[config.mk]
export PLATFORM = sky130hd
export DESIGN_NAME = amcc_top
export DESIGN_NICKNAME = d
export VERILOG_FILES = /design/src/amcc_pkg.sv /design/src/amcc_shift.sv /design/src/amcc_top.sv
export SDC_FILE = /design/constraint.sdc
export NUM_CORES = 1
export LEC_CHECK = 0
export BUFFER_PORTS_ARGS = -buffer_cell sky130_fd_sc_hd__buf_4
export CORE_MARGIN = 2
export CORE_UTILIZATION = 50
export DETAILED_ROUTE_END_ITERATION = 12
export PLACE_DENSITY = 0.7
export SLEW_MARGIN = 20
export SYNTH_ARGS = -nofsm -noshare
export SYNTH_HDL_FRONTEND = slang
export SYNTH_SLANG_ARGS = --single-unit
[constraint.sdc]
create_clock -name clk -period 8.53 [get_ports clk]
set_input_delay 1.706 -clock clk [delete_from_list [all_inputs] [get_ports clk]]
set_output_delay 1.706 -clock clk [all_outputs]
set_load 0.005 [all_outputs]
[src/amcc_pkg.sv]
// Purpose: Shared constants for the converter mode and calibration control block
// Assumes: 24-bit control word, MSB first on the serial port
// Notes: Field positions count from bit 0 at the LSB of the control word
package amcc_pkg;
    localparam int AMCC_WORD_BITS = 24;
    localparam int AMCC_MODE_POS = 21;
    localparam int AMCC_GAIN_POS = 18;
    localparam int AMCC_CH_POS = 17;
    localparam int AMCC_PD_POS = 16;
    localparam int AMCC_WL_POS = 15;
    localparam int AMCC_IO_POS = 14;
    localparam int AMCC_BO_POS = 13;
    localparam int AMCC_POL_POS = 12;
    localparam int AMCC_FILT_BITS = 12;
    localparam logic [23:0] AMCC_CTRL_RESET = 24'h000000;
    localparam logic [23:0] AMCC_ZS_RESET = 24'h000000;
    localparam logic [23:0] AMCC_FS_RESET = 24'h800000;
    localparam logic [2:0] AMCC_MODE_NORMAL = 3'h0;
    localparam logic [2:0] AMCC_MODE_SELF = 3'h1;
    localparam logic [2:0] AMCC_MODE_SYS_ZERO = 3'h2;
    localparam logic [2:0] AMCC_MODE_SYS_FULL = 3'h3;
    localparam logic [2:0] AMCC_MODE_SYS_OFFSET = 3'h4;
    localparam logic [2:0] AMCC_MODE_BACKGROUND = 3'h5;
    localparam logic [2:0] AMCC_MODE_ZS_ACCESS = 3'h6;
    localparam logic [2:0] AMCC_MODE_FS_ACCESS = 3'h7;
    localparam int AMCC_BG_SLOTS = 6;
    localparam int AMCC_CAL_CYCLES = 64;
endpackage

[src/amcc_shift.sv]
// Purpose: Serial word shifter with a bit counter for one transfer
// Assumes: Data and clock strobes are synchronous one-cycle pulses
// Notes: Bits past the word length are ignored; done pulses on the last bit only
`timescale 1ns/10ps
`default_nettype none
module amcc_shift
    import amcc_pkg::*;
#(
    parameter int WIDTH = 24
)
(
    input wire logic clk,
    input wire logic rst_n,
    input wire logic frame,
    input wire logic bit_strobe,
    input wire logic bit_in,
    output logic [WIDTH-1:0] word,
    output logic done
);
    logic [5:0] count_reg;
    logic [WIDTH-1:0] word_reg;
    logic done_reg;

    // Count and shift while the frame is open; counter saturates at the width
    always_ff @(posedge clk)
    begin
        if (!rst_n || !frame)
        begin
            count_reg <= 6'h00;
            done_reg <= 1'b0;
        end
        else
        begin
            done_reg <= 1'b0;
            if (bit_strobe && count_reg < 6'(WIDTH))
            begin
                count_reg <= count_reg + 6'h01;
                done_reg <= (count_reg == 6'(WIDTH - 1));
            end
        end
    end

    // Data shift, MSB first
    always_ff @(posedge clk)
    begin
        if (!rst_n)
            word_reg <= '0;
        else if (frame && bit_strobe && count_reg < 6'(WIDTH))
            word_reg <= {word_reg[WIDTH-2:0], bit_in};
    end

    assign word = word_reg;
    assign done = done_reg;
endmodule
`default_nettype wire

[src/amcc_top.sv]
// Purpose: Mode decode, calibration sequencing and coefficient access for the converter
// Assumes: Host drives frame, bit strobes and data synchronous to clk
// Notes: Analog measurements arrive as words with a valid strobe from the modulator side
`timescale 1ns/10ps
`default_nettype none
module amcc_top
    import amcc_pkg::*;
#(
    parameter int WORD_BITS = AMCC_WORD_BITS,
    parameter int CAL_CYCLES = AMCC_CAL_CYCLES
)
(
    input wire logic clk,
    input wire logic rst_n,
    input wire logic register_select_pin,
    input wire logic write_frame,
    input wire logic read_frame,
    input wire logic serial_clk_strobe,
    input wire logic serial_data_in,
    input wire logic [23:0] meas_word,
    input wire logic meas_valid,
    output logic serial_data_out,
    output logic data_ready_n,
    output logic [2:0] operating_mode,
    output logic [7:0] gain_factor,
    output logic channel_select_bit,
    output logic power_down_bit,
    output logic word_length_bit,
    output logic comp_current_enable,
    output logic burnout_current_enable,
    output logic unipolar_select,
    output logic [11:0] filter_code,
    output logic [1:0] meas_source,
    output logic convert_active
);
    typedef enum logic [1:0] {AMCC_IDLE, AMCC_CONVERT, AMCC_CAL_ZERO, AMCC_CAL_FULL} amcc_state_e;

    logic [23:0] ctrl_reg;
    logic [23:0] zs_coef_reg [2];
    logic [23:0] fs_coef_reg [2];
    logic [23:0] data_reg;
    logic [23:0] rd_shift_reg;
    logic [5:0] rd_count_reg;
    logic rd_frame_d_reg;
    logic sdo_reg;
    logic data_ready_n_n_reg;
    logic [7:0] gain_reg;
    logic [1:0] src_reg;
    logic conv_reg;
    logic [2:0] slot_reg;
    amcc_state_e state_reg;
    logic [23:0] wr_word;
    logic wr_done;
    logic [2:0] mode;
    logic ch;
    logic pd;
    logic cal_done;
    logic coef_wr;
    logic zs_wr;
    logic fs_wr;
    logic slot_last;

    amcc_shift #(.WIDTH(WORD_BITS)) u_shift (
        .clk(clk),
        .rst_n(rst_n),
        .frame(write_frame),
        .bit_strobe(serial_clk_strobe),
        .bit_in(serial_data_in),
        .word(wr_word),
        .done(wr_done)
    );

    assign mode = ctrl_reg[AMCC_MODE_POS +: 3];
    assign ch = ctrl_reg[AMCC_CH_POS];
    assign pd = ctrl_reg[AMCC_PD_POS];
    // Coefficient write strobe on any completed word with select high, in every mode
    assign coef_wr = wr_done && register_select_pin;
    // Split by access mode; select-high writes in any other mode are dropped
    assign zs_wr = coef_wr && (mode == AMCC_MODE_ZS_ACCESS);
    assign fs_wr = coef_wr && (mode == AMCC_MODE_FS_ACCESS);
    // Fourth conversion slot is the last one before the zero and reference slots
    assign slot_last = (slot_reg == 3'(AMCC_BG_SLOTS - 3));
    // One-step calibration finished when its full-scale slot is measured
    assign cal_done = (state_reg == AMCC_CAL_FULL) && meas_valid && (mode == AMCC_MODE_SYS_OFFSET);

    // Control word: full-word load only, one-step calibration clears mode
    always_ff @(posedge clk)
    begin
        if (!rst_n)
            ctrl_reg <= AMCC_CTRL_RESET;
        else if (wr_done && !register_select_pin)
            ctrl_reg <= wr_word;
        else if (cal_done)
            ctrl_reg[AMCC_MODE_POS +: 3] <= AMCC_MODE_NORMAL;
    end

    // Calibration and conversion sequencer; power-down starts nothing new
    always_ff @(posedge clk)
    begin
        if (!rst_n)
        begin
            state_reg <= AMCC_IDLE;
            slot_reg <= 3'h0;
        end
        else
        begin
            unique case (state_reg)
                AMCC_IDLE:
                begin
                    slot_reg <= 3'h0;
                    if (!pd && mode == AMCC_MODE_SYS_OFFSET)
                        state_reg <= AMCC_CAL_ZERO;
                    else if (!pd && mode != AMCC_MODE_SYS_OFFSET)
                        state_reg <= AMCC_CONVERT;
                end
                AMCC_CONVERT:
                begin
                    if (pd || mode == AMCC_MODE_SYS_OFFSET)
                        state_reg <= AMCC_IDLE;
                    else if (meas_valid && mode == AMCC_MODE_BACKGROUND)
                    begin
                        // Six slots per background cycle: 4 conversions, zero, reference
                        if (slot_last)
                            state_reg <= AMCC_CAL_ZERO;
                        slot_reg <= slot_reg + 3'h1;
                    end
                end
                AMCC_CAL_ZERO:
                    if (meas_valid)
                        state_reg <= AMCC_CAL_FULL;
                AMCC_CAL_FULL:
                    if (meas_valid)
                    begin
                        slot_reg <= 3'h0;
                        state_reg <= AMCC_IDLE;
                    end
                default:
                    state_reg <= AMCC_IDLE;
            endcase
        end
    end

    // Measurement source and convert strobe for the modulator side
    always_ff @(posedge clk)
    begin
        if (!rst_n)
        begin
            src_reg <= 2'h0;
            conv_reg <= 1'b0;
        end
        else
        begin
            conv_reg <= (state_reg != AMCC_IDLE) && !pd;
            unique case (state_reg)
                AMCC_CAL_ZERO: src_reg <= (mode == AMCC_MODE_SYS_OFFSET) ? 2'h1 : 2'h2;
                AMCC_CAL_FULL: src_reg <= 2'h3;
                default: src_reg <= {1'b0, ch};
            endcase
        end
    end

    // Coefficients per channel; host writes win over background refresh
    for (genvar c = 0; c < 2; c++)
    begin : g_coef
        always_ff @(posedge clk)
        begin
            if (!rst_n)
            begin
                zs_coef_reg[c] <= AMCC_ZS_RESET;
                fs_coef_reg[c] <= AMCC_FS_RESET;
            end
            else if (zs_wr && ch == 1'(c))
                zs_coef_reg[c] <= wr_word;
            else if (fs_wr && ch == 1'(c))
                fs_coef_reg[c] <= wr_word;
            else if (meas_valid && ch == 1'(c) && state_reg == AMCC_CAL_ZERO)
                zs_coef_reg[c] <= meas_word;
            else if (meas_valid && ch == 1'(c) && state_reg == AMCC_CAL_FULL)
                fs_coef_reg[c] <= meas_word;
        end
    end

    // Conversion data and ready flag; ready falls on new word or one-step calibration end
    always_ff @(posedge clk)
    begin
        if (!rst_n)
        begin
            data_reg <= 24'h000000;
            data_ready_n_n_reg <= 1'b1;
        end
        else
        begin
            if (state_reg == AMCC_CONVERT && meas_valid && !pd)
            begin
                data_reg <= meas_word;
                data_ready_n_n_reg <= 1'b0;
            end
            else if (cal_done)
                data_ready_n_n_reg <= 1'b0;
            else if (read_frame && register_select_pin)
                data_ready_n_n_reg <= 1'b1;
        end
    end

    // Read shifter: load at frame start, always 24 bits; data word with 16-bit length has its low byte zeroed
    always_ff @(posedge clk)
    begin
        if (!rst_n)
        begin
            rd_shift_reg <= 24'h000000;
            rd_count_reg <= 6'h00;
            rd_frame_d_reg <= 1'b0;
            sdo_reg <= 1'b0;
        end
        else
        begin
            rd_frame_d_reg <= read_frame;
            if (read_frame && !rd_frame_d_reg)
            begin
                rd_count_reg <= 6'h00;
                if (!register_select_pin)
                    rd_shift_reg <= ctrl_reg;
                else if (mode == AMCC_MODE_ZS_ACCESS)
                    rd_shift_reg <= zs_coef_reg[ch];
                else if (mode == AMCC_MODE_FS_ACCESS)
                    rd_shift_reg <= fs_coef_reg[ch];
                else if (ctrl_reg[AMCC_WL_POS])
                    rd_shift_reg <= data_reg;
                else
                    rd_shift_reg <= {data_reg[23:8], 8'h00};
            end
            else if (read_frame && serial_clk_strobe && rd_count_reg < 6'(WORD_BITS))
            begin
                sdo_reg <= rd_shift_reg[23];
                rd_shift_reg <= {rd_shift_reg[22:0], 1'b0};
                rd_count_reg <= rd_count_reg + 6'h01;
            end
            else if (!read_frame)
                sdo_reg <= 1'b0;
        end
    end

    // Gain decode, two to the field value
    always_ff @(posedge clk)
    begin
        if (!rst_n)
            gain_reg <= 8'h01;
        else
            gain_reg <= 8'h01 << ctrl_reg[AMCC_GAIN_POS +: 3];
    end

    // Configuration outputs, registered one cycle after the control word
    always_ff @(posedge clk)
    begin
        if (!rst_n)
        begin
            operating_mode <= AMCC_MODE_NORMAL;
            channel_select_bit <= 1'b0;
            power_down_bit <= 1'b0;
            word_length_bit <= 1'b0;
            comp_current_enable <= 1'b0;
            burnout_current_enable <= 1'b0;
            unipolar_select <= 1'b0;
            filter_code <= 12'h000;
        end
        else
        begin
            operating_mode <= mode;
            channel_select_bit <= ch;
            power_down_bit <= pd;
            word_length_bit <= ctrl_reg[AMCC_WL_POS];
            comp_current_enable <= ctrl_reg[AMCC_IO_POS];
            burnout_current_enable <= ctrl_reg[AMCC_BO_POS];
            unipolar_select <= ctrl_reg[AMCC_POL_POS];
            filter_code <= ctrl_reg[AMCC_FILT_BITS-1:0];
        end
    end

    assign serial_data_out = sdo_reg;
    assign data_ready_n = data_ready_n_n_reg;
    assign gain_factor = gain_reg;
    assign meas_source = src_reg;
    assign convert_active = conv_reg;
endmodule
`default_nettype wire

==> impl_metrics.py, run 1 <==
metrics = {
    "worst_setup_path": {
        "worstSetupPathType": "in2reg",
        "crit_path_max_fanout": 80,
        "required_ns": 8.70,
        "rr_worst_depth": 6,
        "arrival_ns": 3.86,
        "crit_buf_inv": 2,
        "crit_cells": 5,
        "endpoint_kind": "flop",
        "startpoint_type": "input pin",
        "slowest_stage": "or3_2",
        "r2r-end": "zs_coef_reg[0][18]$_DFFE_PP_",
        "cpLargestDelayFamily": "simple AND/OR/NAND/NOR gates",
        "critical-path-max-stage-delay_ns": 0.60,
        "rrSetupSlack_ns": 6.00,
        "r2r-start": "state_reg[0]$_SDFFE_PN0P_",
        "cp_common_cell": "buf_4",
        "path_cells": "buf_4, nand2_1, nor4_4, buf_4, or3_2",
    },
    "floorplan": {
        "chipWidth_um": 149,
        "die_h_um": 149,
        "rows": 53,
        "ioPinCount": 66,
        "start_util_pct": 50.6,
        "core_region_area_sq_um": 20800,
        "fp.dieArea_sq_um": 22200,
    },
    "clock_network": {
        "clock_latency_ns": 0.53,
        "clockRootBuffer": "clkbuf_16",
        "clk_path_buf_depth": 3,
        "cts_repair_resize_count": 0,
        "post_cts.repair.setup_buffers": 0,
        "cts_max_level": 1,
        "cts.clk_slew.worst_paths_ns": 0.06,
        "cts_sinks": 246,
        "cts_tree": "yes",
        "cts_hold_buf": 0,
        "cts_made_buffers": 26,
    },
    "global_routing": {
        "grt.busiest_layer": "met2",
        "use_met3_pct": 3.61,
        "use_met2_pct": 37.2,
        "grt.total_usage_pct": 23.9,
        "grt_pass1_wl_um": 41000,
        "overflow": 0,
        "antenna_found_initial": 0,
        "grt_max_degree": 81,
        "grtUsageMet1_pct": 34.5,
        "grt_pass1_vias": 7186,
    },
    "power": {
        "p_total_uw": 2640,
        "power_density_nw_per_um2": 221,
        "p_leak_uw": 0.00448,
        "vdd_ir_drop_max_uv": 124,
    },
    "route": {
        "vias": 7565,
        "drc": 0,
        "first_pass_iters": 5,
        "viasPerCell": 5.94,
        "drtAntennaViolNets": 0,
        "first_iter_violations": 684,
        "post_drt_wl_per_cell_um": 20.7,
        "wl_um": 26400,
    },
    "timing": {
        "finalSetupTns_ns": 0,
        "relSlewSlack_pct": 24.0,
        "rsz0062_at_grt": "no",
        "hold_viol_final": 0,
        "final.setup_skew_ns": 0.00633,
        "holdWs_ns": 0.452,
        "period_minus_slack_ns": 3.70,
        "setup_viol": 0,
        "tightest_slew_ns": 1.14,
        "fin_crit_sh_pct": 43.3,
        "max_freq_mhz": 271,
        "drv_slew": 0,
    },
    "logic_synthesis": {
        "yosys_most_used_dff": "dfxtp_1",
        "synth_edf_count": 96,
        "ys_types": 58,
        "synth_area_sq_um": 10500,
        "yosys-top-cells-count": "150 x dfxtp_1, 107 x nand2_1, 96 x edfxtp_1",
        "synth.avg_cell_area_sq_um": 11.2,
        "yosysTopAreaCell": "dfxtp_1",
        "ys_seq_area_share_pct": 55.9,
        "synth.top_cell.area_share_pct": 28.5,
        "synth_top_cells_by_area": "dfxtp_1 29%, edfxtp_1 27%, a22o_1 7.7%",
        "netlist_instances": 944,
        "synth-async-reset-ratio_pct": 0,
        "ys_seq_elements": 246,
        "yosys_warnings": 0,
        "yosysMostFrequentCell": "dfxtp_1",
        "synth_nets": 984,
    },
    "run": {
        "cap_violations": 0,
    },
    "finish": {
        "drive_gt1_share_pct": 16.5,
        "final_nets": 1019,
        "final_area_sq_um": 12000,
        "post-route-util_pct": 57.4,
        "area_growth_pct": 13.6,
        "n_antenna_cell": 0,
    },
    "min_path": {
        "hold_class": "reg2reg",
        "min_from": "data_reg[6]$_SDFFE_PN0P_",
        "min_to": "data_reg[6]$_SDFFE_PN0P_",
        "whs_path_depth": 2,
    },
    "status": {
        "status": "finished, final reports clean",
    },
    "placed_design": {
        "portBuffers": 65,
        "dp_hpwl_um": 16700,
        "placed_cell_area_sq_um": 11100,
        "gp_congestion": 0.835,
    },
}
==> area by class of cell <==
class | count | area [sq um]
Sequential cell | 246 | 5890
Inverter | 10 | 37.5
Tap cell | 275 | 344
Clock buffer | 37 | 773
Fill cell | 1801 | 8860
Multi-Input combinational cell | 614 | 4230
Timing Repair Buffer | 81 | 628
Clock inverter | 11 | 58.8
==> cells in the final DEF, fill, tap and decap left out, types with 21 or more instances in the layout <==
cell type  synthesis  routed
nand2_1          107     107
buf_4              4      80
a21oi_1           40      40
a211oi_1          28      28
o21ai_0           45      43
a22o_1            93      93
mux2i_1           52      52
and3_1            24      24
mux4_2            21      21
and2_1            25      25
edfxtp_1          96      96
nor2_1            90      90
dfxtp_1          150     149
clkbuf_16          0      27
==> layer usage <==
layer  routed length (um)  share of wire (%)  up-vias
met5                    0                  0        -
met4                  688                2.6        0
met3                 2530                9.6       43
met2                11900                 45      345
met1                11300                 43     3624
li1                     -                  -     3553
==> how the worst max path moves through the flow <==
stage / startpoint / endpoint / slack [ns]
floorplan: register_select_pin / zs_coef_reg[0][0]$_DFFE_PP_ / 4.20
global placement: rst_n / fs_coef_reg[0][12]$_DFFE_PP_ / 4.09
detailed placement: rst_n / fs_coef_reg[0][12]$_DFFE_PP_ / 3.99
CTS: rst_n / fs_coef_reg[0][12]$_DFFE_PP_ / 4.55
global route: rst_n / fs_coef_reg[0][18]$_DFFE_PP_ / 4.65
finish: rst_n / fs_coef_reg[0][19]$_DFFE_PP_ / 4.83
==> kinds of logic (layout without fill, tap and decap cells) <==
logic type                 Yosys count  after routing  synth area share [%]
AOI/OAI and AO/OA                  233            233                  15.8
xor gates and xnor gates             6              6                 0.499
buffers and inverters               84            139                  4.10
DFF                                246            246                  55.9
and+or+nand+nor                    292            292                  13.2
adders and majority gates            8              8                 0.950
muxes                               75             75                  9.64
==> power breakdown <==
| group | internal, uW | total [uW] | leakage, uW | switching, uW |
|---|---|---|---|---|
| sequential | 1290 | 1320 | 0.00220 | 28.2 |
| combinational | 95.6 | 240 | 0.00186 | 145 |
| clock | 630 | 1090 | 0.000424 | 458 |
| total | 2010 | 2640 | 0.00448 | 631 |
==> worst register-to-register path, stage by stage (launching register included) <==
cell and delay, ns:
dfxtp_1 0.32, inv_1 0.11, ha_1 0.47, nand3_1 0.24, o21a_1 0.20, o21ai_2 0.49, buf_4 0.38
==> per-stage QoR <==
stage | worst slack (ns) | instances
floorplan | 4.20 | 944
global placement | 4.09 | 1225
detailed placement | 3.99 | 1225
CTS | 4.55 | 1273
global route | 4.65 | 1274
finish | 4.83 | 1274
Power figures use the tool's default switching activity.
==> run 2: changes to the inputs <==
Settings changed: ABC_AREA set to 1, PLACE_DENSITY 0.7 to 0.72.
Clock period 8.53 ns to 3.2 ns, I/O delays scaled along.
==> impl_metrics.py, run 2 <==
metrics = {
    "worst_setup_path": {
        "crit_buf_inv": 2,
        "cpLargestDelayFamily": "simple AND/OR/NAND/NOR gates",
        "worstSetupStartpoint": "ctrl_reg[23]$_SDFFE_PN0P_",
        "rrSetupSlack_ns": 0.93,
        "r2r-start": "ctrl_reg[23]$_SDFFE_PN0P_",
        "arrival_ns": 2.55,
        "slowest_stage": "dfxtp_1",
        "endpoint_kind": "flop",
        "cp_common_cell": "buf_4",
        "endpoint": "fs_coef_reg[1][11]$_SDFFCE_PN0P_",
        "crit_path_max_fanout": 26,
        "r2r-end": "fs_coef_reg[1][11]$_SDFFCE_PN0P_",
        "rr_worst_depth": 7,
        "crit_cells": 7,
        "required_ns": 3.47,
        "critical-path-max-stage-delay_ns": 0.47,
        "worstSetupPathType": "reg2reg",
        "startpoint_type": "flop",
        "path_cells": "nand2_4, buf_4, nor3_2, nor2_1, nand2_2, nand3_1, buf_4",
    },
    "min_path": {
        "hold_class": "in2reg",
    },
    "placed_design": {
        "portBuffers": 65,
        "gp_congestion": 0.934,
        "dp_hpwl_um": 19800,
        "placed_cell_area_sq_um": 11700,
    },
    "clock_network": {
        "clockRootBuffer": "clkbuf_16",
        "cts_hold_buf": 0,
        "cts_repair_resize_count": 0,
        "cts_tree": "yes",
        "cts_sinks": 246,
        "clk_path_buf_depth": 3,
        "post_cts.repair.setup_buffers": 0,
        "cts_made_buffers": 25,
        "cts.clk_slew.worst_paths_ns": 0.06,
        "cts_max_level": 1,
        "clock_latency_ns": 0.53,
    },
    "logic_synthesis": {
        "ys_seq_elements": 246,
        "synth_nets": 1412,
        "netlist_instances": 1372,
        "synth_top_family_by_area": "simple AND/OR/NAND/NOR gates",
        "yosys_most_used_dff": "dfxtp_1",
        "synth_edf_count": 96,
        "synth.top_cell.area_share_pct": 27.4,
        "ys_types": 35,
        "synth-xor-area-share_pct": 0,
        "yosysMostFrequentCell": "nand2_1",
        "ys_seq_area_share_pct": 53.8,
        "synth_area_sq_um": 10900,
        "synth_compound_area_share_pct": 14.2,
        "synth-simple-area-share_pct": 23.2,
        "synth_adder_area_share_pct": 0.914,
        "yosys_warnings": 0,
        "yosys-top-cells-count": "434 x nand2_1, 150 x dfxtp_1, 139 x inv_1",
        "yosysTopAreaCell": "dfxtp_1",
        "synth-async-reset-ratio_pct": 0,
        "synth.avg_cell_area_sq_um": 7.98,
        "synth.mux.area_fraction_pct": 0,
        "synth_top_cells_by_area": "dfxtp_1 27%, edfxtp_1 26%, nand2_1 15%",
    },
    "route": {
        "wl_um": 30800,
        "drtAntennaViolNets": 0,
        "vias": 9550,
        "drc": 0,
        "viasPerCell": 5.57,
        "first_pass_iters": 5,
        "first_iter_violations": 863,
        "post_drt_wl_per_cell_um": 18.0,
    },
    "finish": {
        "final-seq-area_sq_um": 5890,
        "multi_input_area_sq_um": 4190,
        "nFillCells": 1943,
        "final_cell_mix": "434 x nand2_1, 150 x dfxtp_1, 139 x inv_1, 112 x o21ai_0, 104 x a21oi_1",
        "final_common_cell": "nand2_1",
        "drive_gt1_share_pct": 10.8,
        "final_area_sq_um": 12500,
        "final_nets": 1458,
        "n_antenna_cell": 0,
        "area_growth_pct": 14.0,
        "post-route-util_pct": 57.5,
    },
    "floorplan": {
        "chipWidth_um": 152,
        "core_region_area_sq_um": 21700,
        "rows": 54,
        "start_util_pct": 50.5,
        "ioPinCount": 66,
        "die_h_um": 152,
        "fp.dieArea_sq_um": 23100,
    },
    "timing": {
        "rsz0062_at_grt": "no",
        "fin_crit_sh_pct": 71.1,
        "holdWs_ns": 0.368,
        "max_freq_mhz": 440,
        "period_minus_slack_ns": 2.27,
        "hold_viol_final": 0,
        "setup_viol": 0,
        "final.setup_skew_ns": 0.0110,
        "drv_slew": 0,
        "tightest_slew_ns": 0.919,
        "relSlewSlack_pct": 38.7,
        "finalSetupTns_ns": 0,
    },
    "global_routing": {
        "grt_pass1_wl_um": 49000,
        "grt_max_degree": 87,
        "overflow": 0,
        "antenna_found_initial": 0,
        "grt_pass1_vias": 9306,
        "grt.total_usage_pct": 26.2,
    },
    "status": {
        "status": "finished, final reports clean",
    },
    "power": {
        "power_density_nw_per_um2": 572,
        "vdd_ir_drop_max_uv": 383,
        "p_leak_uw": 0.00563,
    },
    "run": {
        "cap_violations": 0,
    },
}
[run 2: cell types whose count changed after synthesis, moves of 46 or more]
cell,before,now
a22o_1,93,0
nand3_1,5,86
a21oi_1,40,104
nor2_1,90,44
nand2_1,107,434
o21ai_0,45,112
inv_1,10,139
mux2i_1,52,0
[run 2: power by group]
group	switching (uW)	internal, uW	total, uW	leakage, uW
Combinational	527	262	788	0.00304
Clock	1200	1580	2780	0.000380
Sequential	104	3460	3570	0.00221
Total	1830	5310	7140	0.00563
[run 2: area by class of cell]
class                      count  share of cell area, %
clock buffer                  38                   5.89
clock inverter                 7                  0.281
inverter                     143                   4.32
multi-input combinational    905                   33.6
sequential                   246                   47.2
tap                          280                   2.81
timing repair buffer          97                   5.93
[run 2: worst min-delay path: cells and delay by family]
| family | cells | cell delay [ns] |
|---|---|---|
| buffers and inverters | 2 | 0.17 |
| AND/OR/NAND/NOR | 1 | 0.05 |
[run 2: how the worst min path moves through the flow]
stage | start | end | slack (ns) | depth (start not counted)
5_1_grt | meas_word[3] | fs_coef_reg[0][3]$_DFFE_PP_ | 0.39 | 3
6_report | read_frame | rd_frame_d_reg$_SDFF_PN0_ | 0.37 | 3
3_3_place_gp | rd_count_reg[5]$_SDFFE_PP0P_ | rd_count_reg[5]$_SDFFE_PP0P_ | 0.43 | 2
3_5_place_dp | rd_count_reg[5]$_SDFFE_PP0P_ | rd_count_reg[5]$_SDFFE_PP0P_ | 0.43 | 2
2_1_floorplan | u_shift.count_reg[5]$_SDFFE_PP0N_ | u_shift.count_reg[5]$_SDFFE_PP0N_ | 0.42 | 2
4_1_cts | read_frame | rd_frame_d_reg$_SDFF_PN0_ | 0.37 | 3
[run 2: logic make-up after synthesis]
logic type / after synthesis
flops: 246
fa+ha+maj: 8
simple gates: 606
compound gates: 291
buf+inv: 221
[run 2: through the flow]
step / power (uW) / worst slack, ns / instances
finish: 7140 / 0.926 / 1716
global route: 7400 / 0.775 / 1716
CTS: 7150 / 0.980 / 1716
detailed placement: 4400 / 0.735 / 1671
global placement: 4390 / 0.802 / 1671
floorplan: 4130 / 0.692 / 1372
[run 2: metal layers]
layer  GRT usage, %  share of wire (%)  vias to the layer above
met2           44.3                 48                      443
li1               -                  -                     4590
met5              0                  0                        -
met1           33.3                 40                     4423
met4           12.5                4.5                        0
met3           3.85                7.4                       94
==> run 3: changes to the inputs <==
Settings changed: PLACE_DENSITY 0.72 to 0.7.
Clock period 3.2 ns to 2.1 ns, I/O delays scaled along.
==> impl_metrics.py, run 3 (same netlist as run 2, synthesis figures left out) <==
metrics = {
    "floorplan": {
        "start_util_pct": 50.5,
        "rows": 54,
        "die_h_um": 152,
        "chipWidth_um": 152,
        "core_region_area_sq_um": 21700,
        "fp.dieArea_sq_um": 23100,
        "ioPinCount": 66,
    },
    "clock_network": {
        "cts_tree": "yes",
        "clockRootBuffer": "clkbuf_16",
        "clock_latency_ns": 0.55,
        "cts_max_level": 1,
        "cts_made_buffers": 27,
        "cts_repair_resize_count": 0,
        "cts_hold_buf": 0,
        "cts_sinks": 246,
        "clk_path_buf_depth": 3,
        "cts.clk_slew.worst_paths_ns": 0.06,
        "post_cts.repair.setup_buffers": 0,
    },
    "route": {
        "drtAntennaViolNets": 0,
        "drc": 0,
        "viasPerCell": 5.47,
        "vias": 9541,
        "first_pass_iters": 8,
        "wl_um": 30600,
        "first_iter_violations": 879,
        "post_drt_wl_per_cell_um": 17.6,
    },
    "status": {
        "status": "finished, final reports clean",
    },
    "worst_setup_path": {
        "worstSetupPathType": "reg2reg",
        "endpoint_kind": "flop",
        "arrival_ns": 2.25,
        "required_ns": 2.41,
        "crit_path_max_fanout": 14,
        "startpoint_type": "flop",
    },
    "timing": {
        "finalSetupTns_ns": 0,
        "relSlewSlack_pct": 55.4,
        "rsz0062_at_grt": "no",
        "final.setup.worst_slack_ns": 0.158,
        "max_freq_mhz": 515,
        "tightest_slew_ns": 0.663,
        "final.setup_skew_ns": 0.0240,
        "holdWs_ns": 0.120,
        "period_minus_slack_ns": 1.94,
        "fin_crit_sh_pct": 92.5,
        "setup_viol": 0,
        "hold_viol_final": 0,
        "drv_slew": 0,
    },
    "finish": {
        "area_growth_pct": 17.3,
        "final-instance-count-excl-fill": 1743,
        "n_antenna_cell": 0,
        "final_cell_mix": "434 x nand2_1, 150 x dfxtp_1, 139 x inv_1, 112 x o21ai_0, 111 x buf_4",
        "final_nets": 1482,
        "final_common_cell": "nand2_1",
        "drive_gt1_share_pct": 13.2,
    },
    "run": {
        "cap_violations": 0,
    },
    "placed_design": {
        "gp_congestion": 0.870,
        "dp_hpwl_um": 20000,
        "dp_slack_ns": -0.0917,
        "dp.cells": 1693,
        "portBuffers": 65,
    },
    "global_routing": {
        "grt_pass1_wl_um": 48600,
        "grt.total_usage_pct": 26.1,
        "antenna_found_initial": 0,
        "overflow": 0,
        "grt_pass1_vias": 9276,
        "grt_max_degree": 53,
    },
    "power": {
        "p_leak_uw": 0.00584,
        "power_density_nw_per_um2": 875,
        "vdd_ir_drop_max_uv": 631,
        "p_total_uw": 11200,
    },
    "min_path": {
        "hold_class": "in2reg",
    },
}
-- run 3: cell types whose count changed in the layout (fill, tap and decap cells not counted) --
cell	delta
buf_12	+7
inv_6	+1
clkbuf_16	+2
nand3_2	+4
clkinv_4	+1
clkbuf_8	+1
clkbuf_1	-5
clkinvlp_4	+2
clkinv_1	-2
nand3_1	-4
buf_4	+15
clkinv_2	+5
-- run 3: metrics by stage --
step	cell area (sq um)	utilization, %
floorplan	11000	-
CTS	12800	59.2
global route	12800	59.2
finish	12800	59.2
detailed placement	12000	55.2
global placement	12000	55.2
-- run 3: power by group --
part,switching [uW],leakage (uW),internal (uW),total [uW]
clock network,1960,0.000431,2620,4570
registers,153,0.00221,5280,5430
logic,796,0.00320,438,1230
-- run 3: worst max-delay path: stages, from the launching register on --
cell     delay [ns]
dfxtp_1        0.45
nand2_4        0.19
inv_4          0.10
nand2_4        0.10
nor2_8         0.15
nor2_4         0.05
nand2_2        0.24
buf_4          0.22
o21ai_1        0.07
nand2_1        0.07
inv_1          0.04
-- run 3: cell type report --
cell class / count / area, sq um
fillers: 1931 / 8840
inverters: 143 / 539
repair buffers: 119 / 993
clock buffers: 36 / 781
clock inverters: 14 / 85.1
flip-flops and latches: 246 / 5890
multi-input cells: 905 / 4210
well taps: 280 / 350
-- run 3: final timing paths --
kind                                      from                          endpoint  slack (ns)  cells after the start
hold / removal                      read_frame         rd_frame_d_reg$_SDFF_PN0_        0.12                      3
setup / recovery     ctrl_reg[22]$_SDFFE_PN0P_  fs_coef_reg[1][21]$_SDFFCE_PN0P_        0.16                     10
hold reg to reg   rd_count_reg[5]$_SDFFE_PP0P_      rd_count_reg[5]$_SDFFE_PP0P_        0.44                      2
setup reg to reg     ctrl_reg[22]$_SDFFE_PN0P_  fs_coef_reg[1][21]$_SDFFCE_PN0P_        0.16                     10
-- run 3: metal layers --
| metal | vias up | wire length [um] | global-route usage, % |
|---|---|---|---|
| met1 | 4402 | 12800 | 33.8 |
| met3 | 84 | 2210 | 3.05 |
| met5 | - | 0 | 0 |
| met2 | 392 | 14600 | 44.8 |
| met4 | 0 | 1020 | 10.7 |
| li1 | 4663 | - | - |
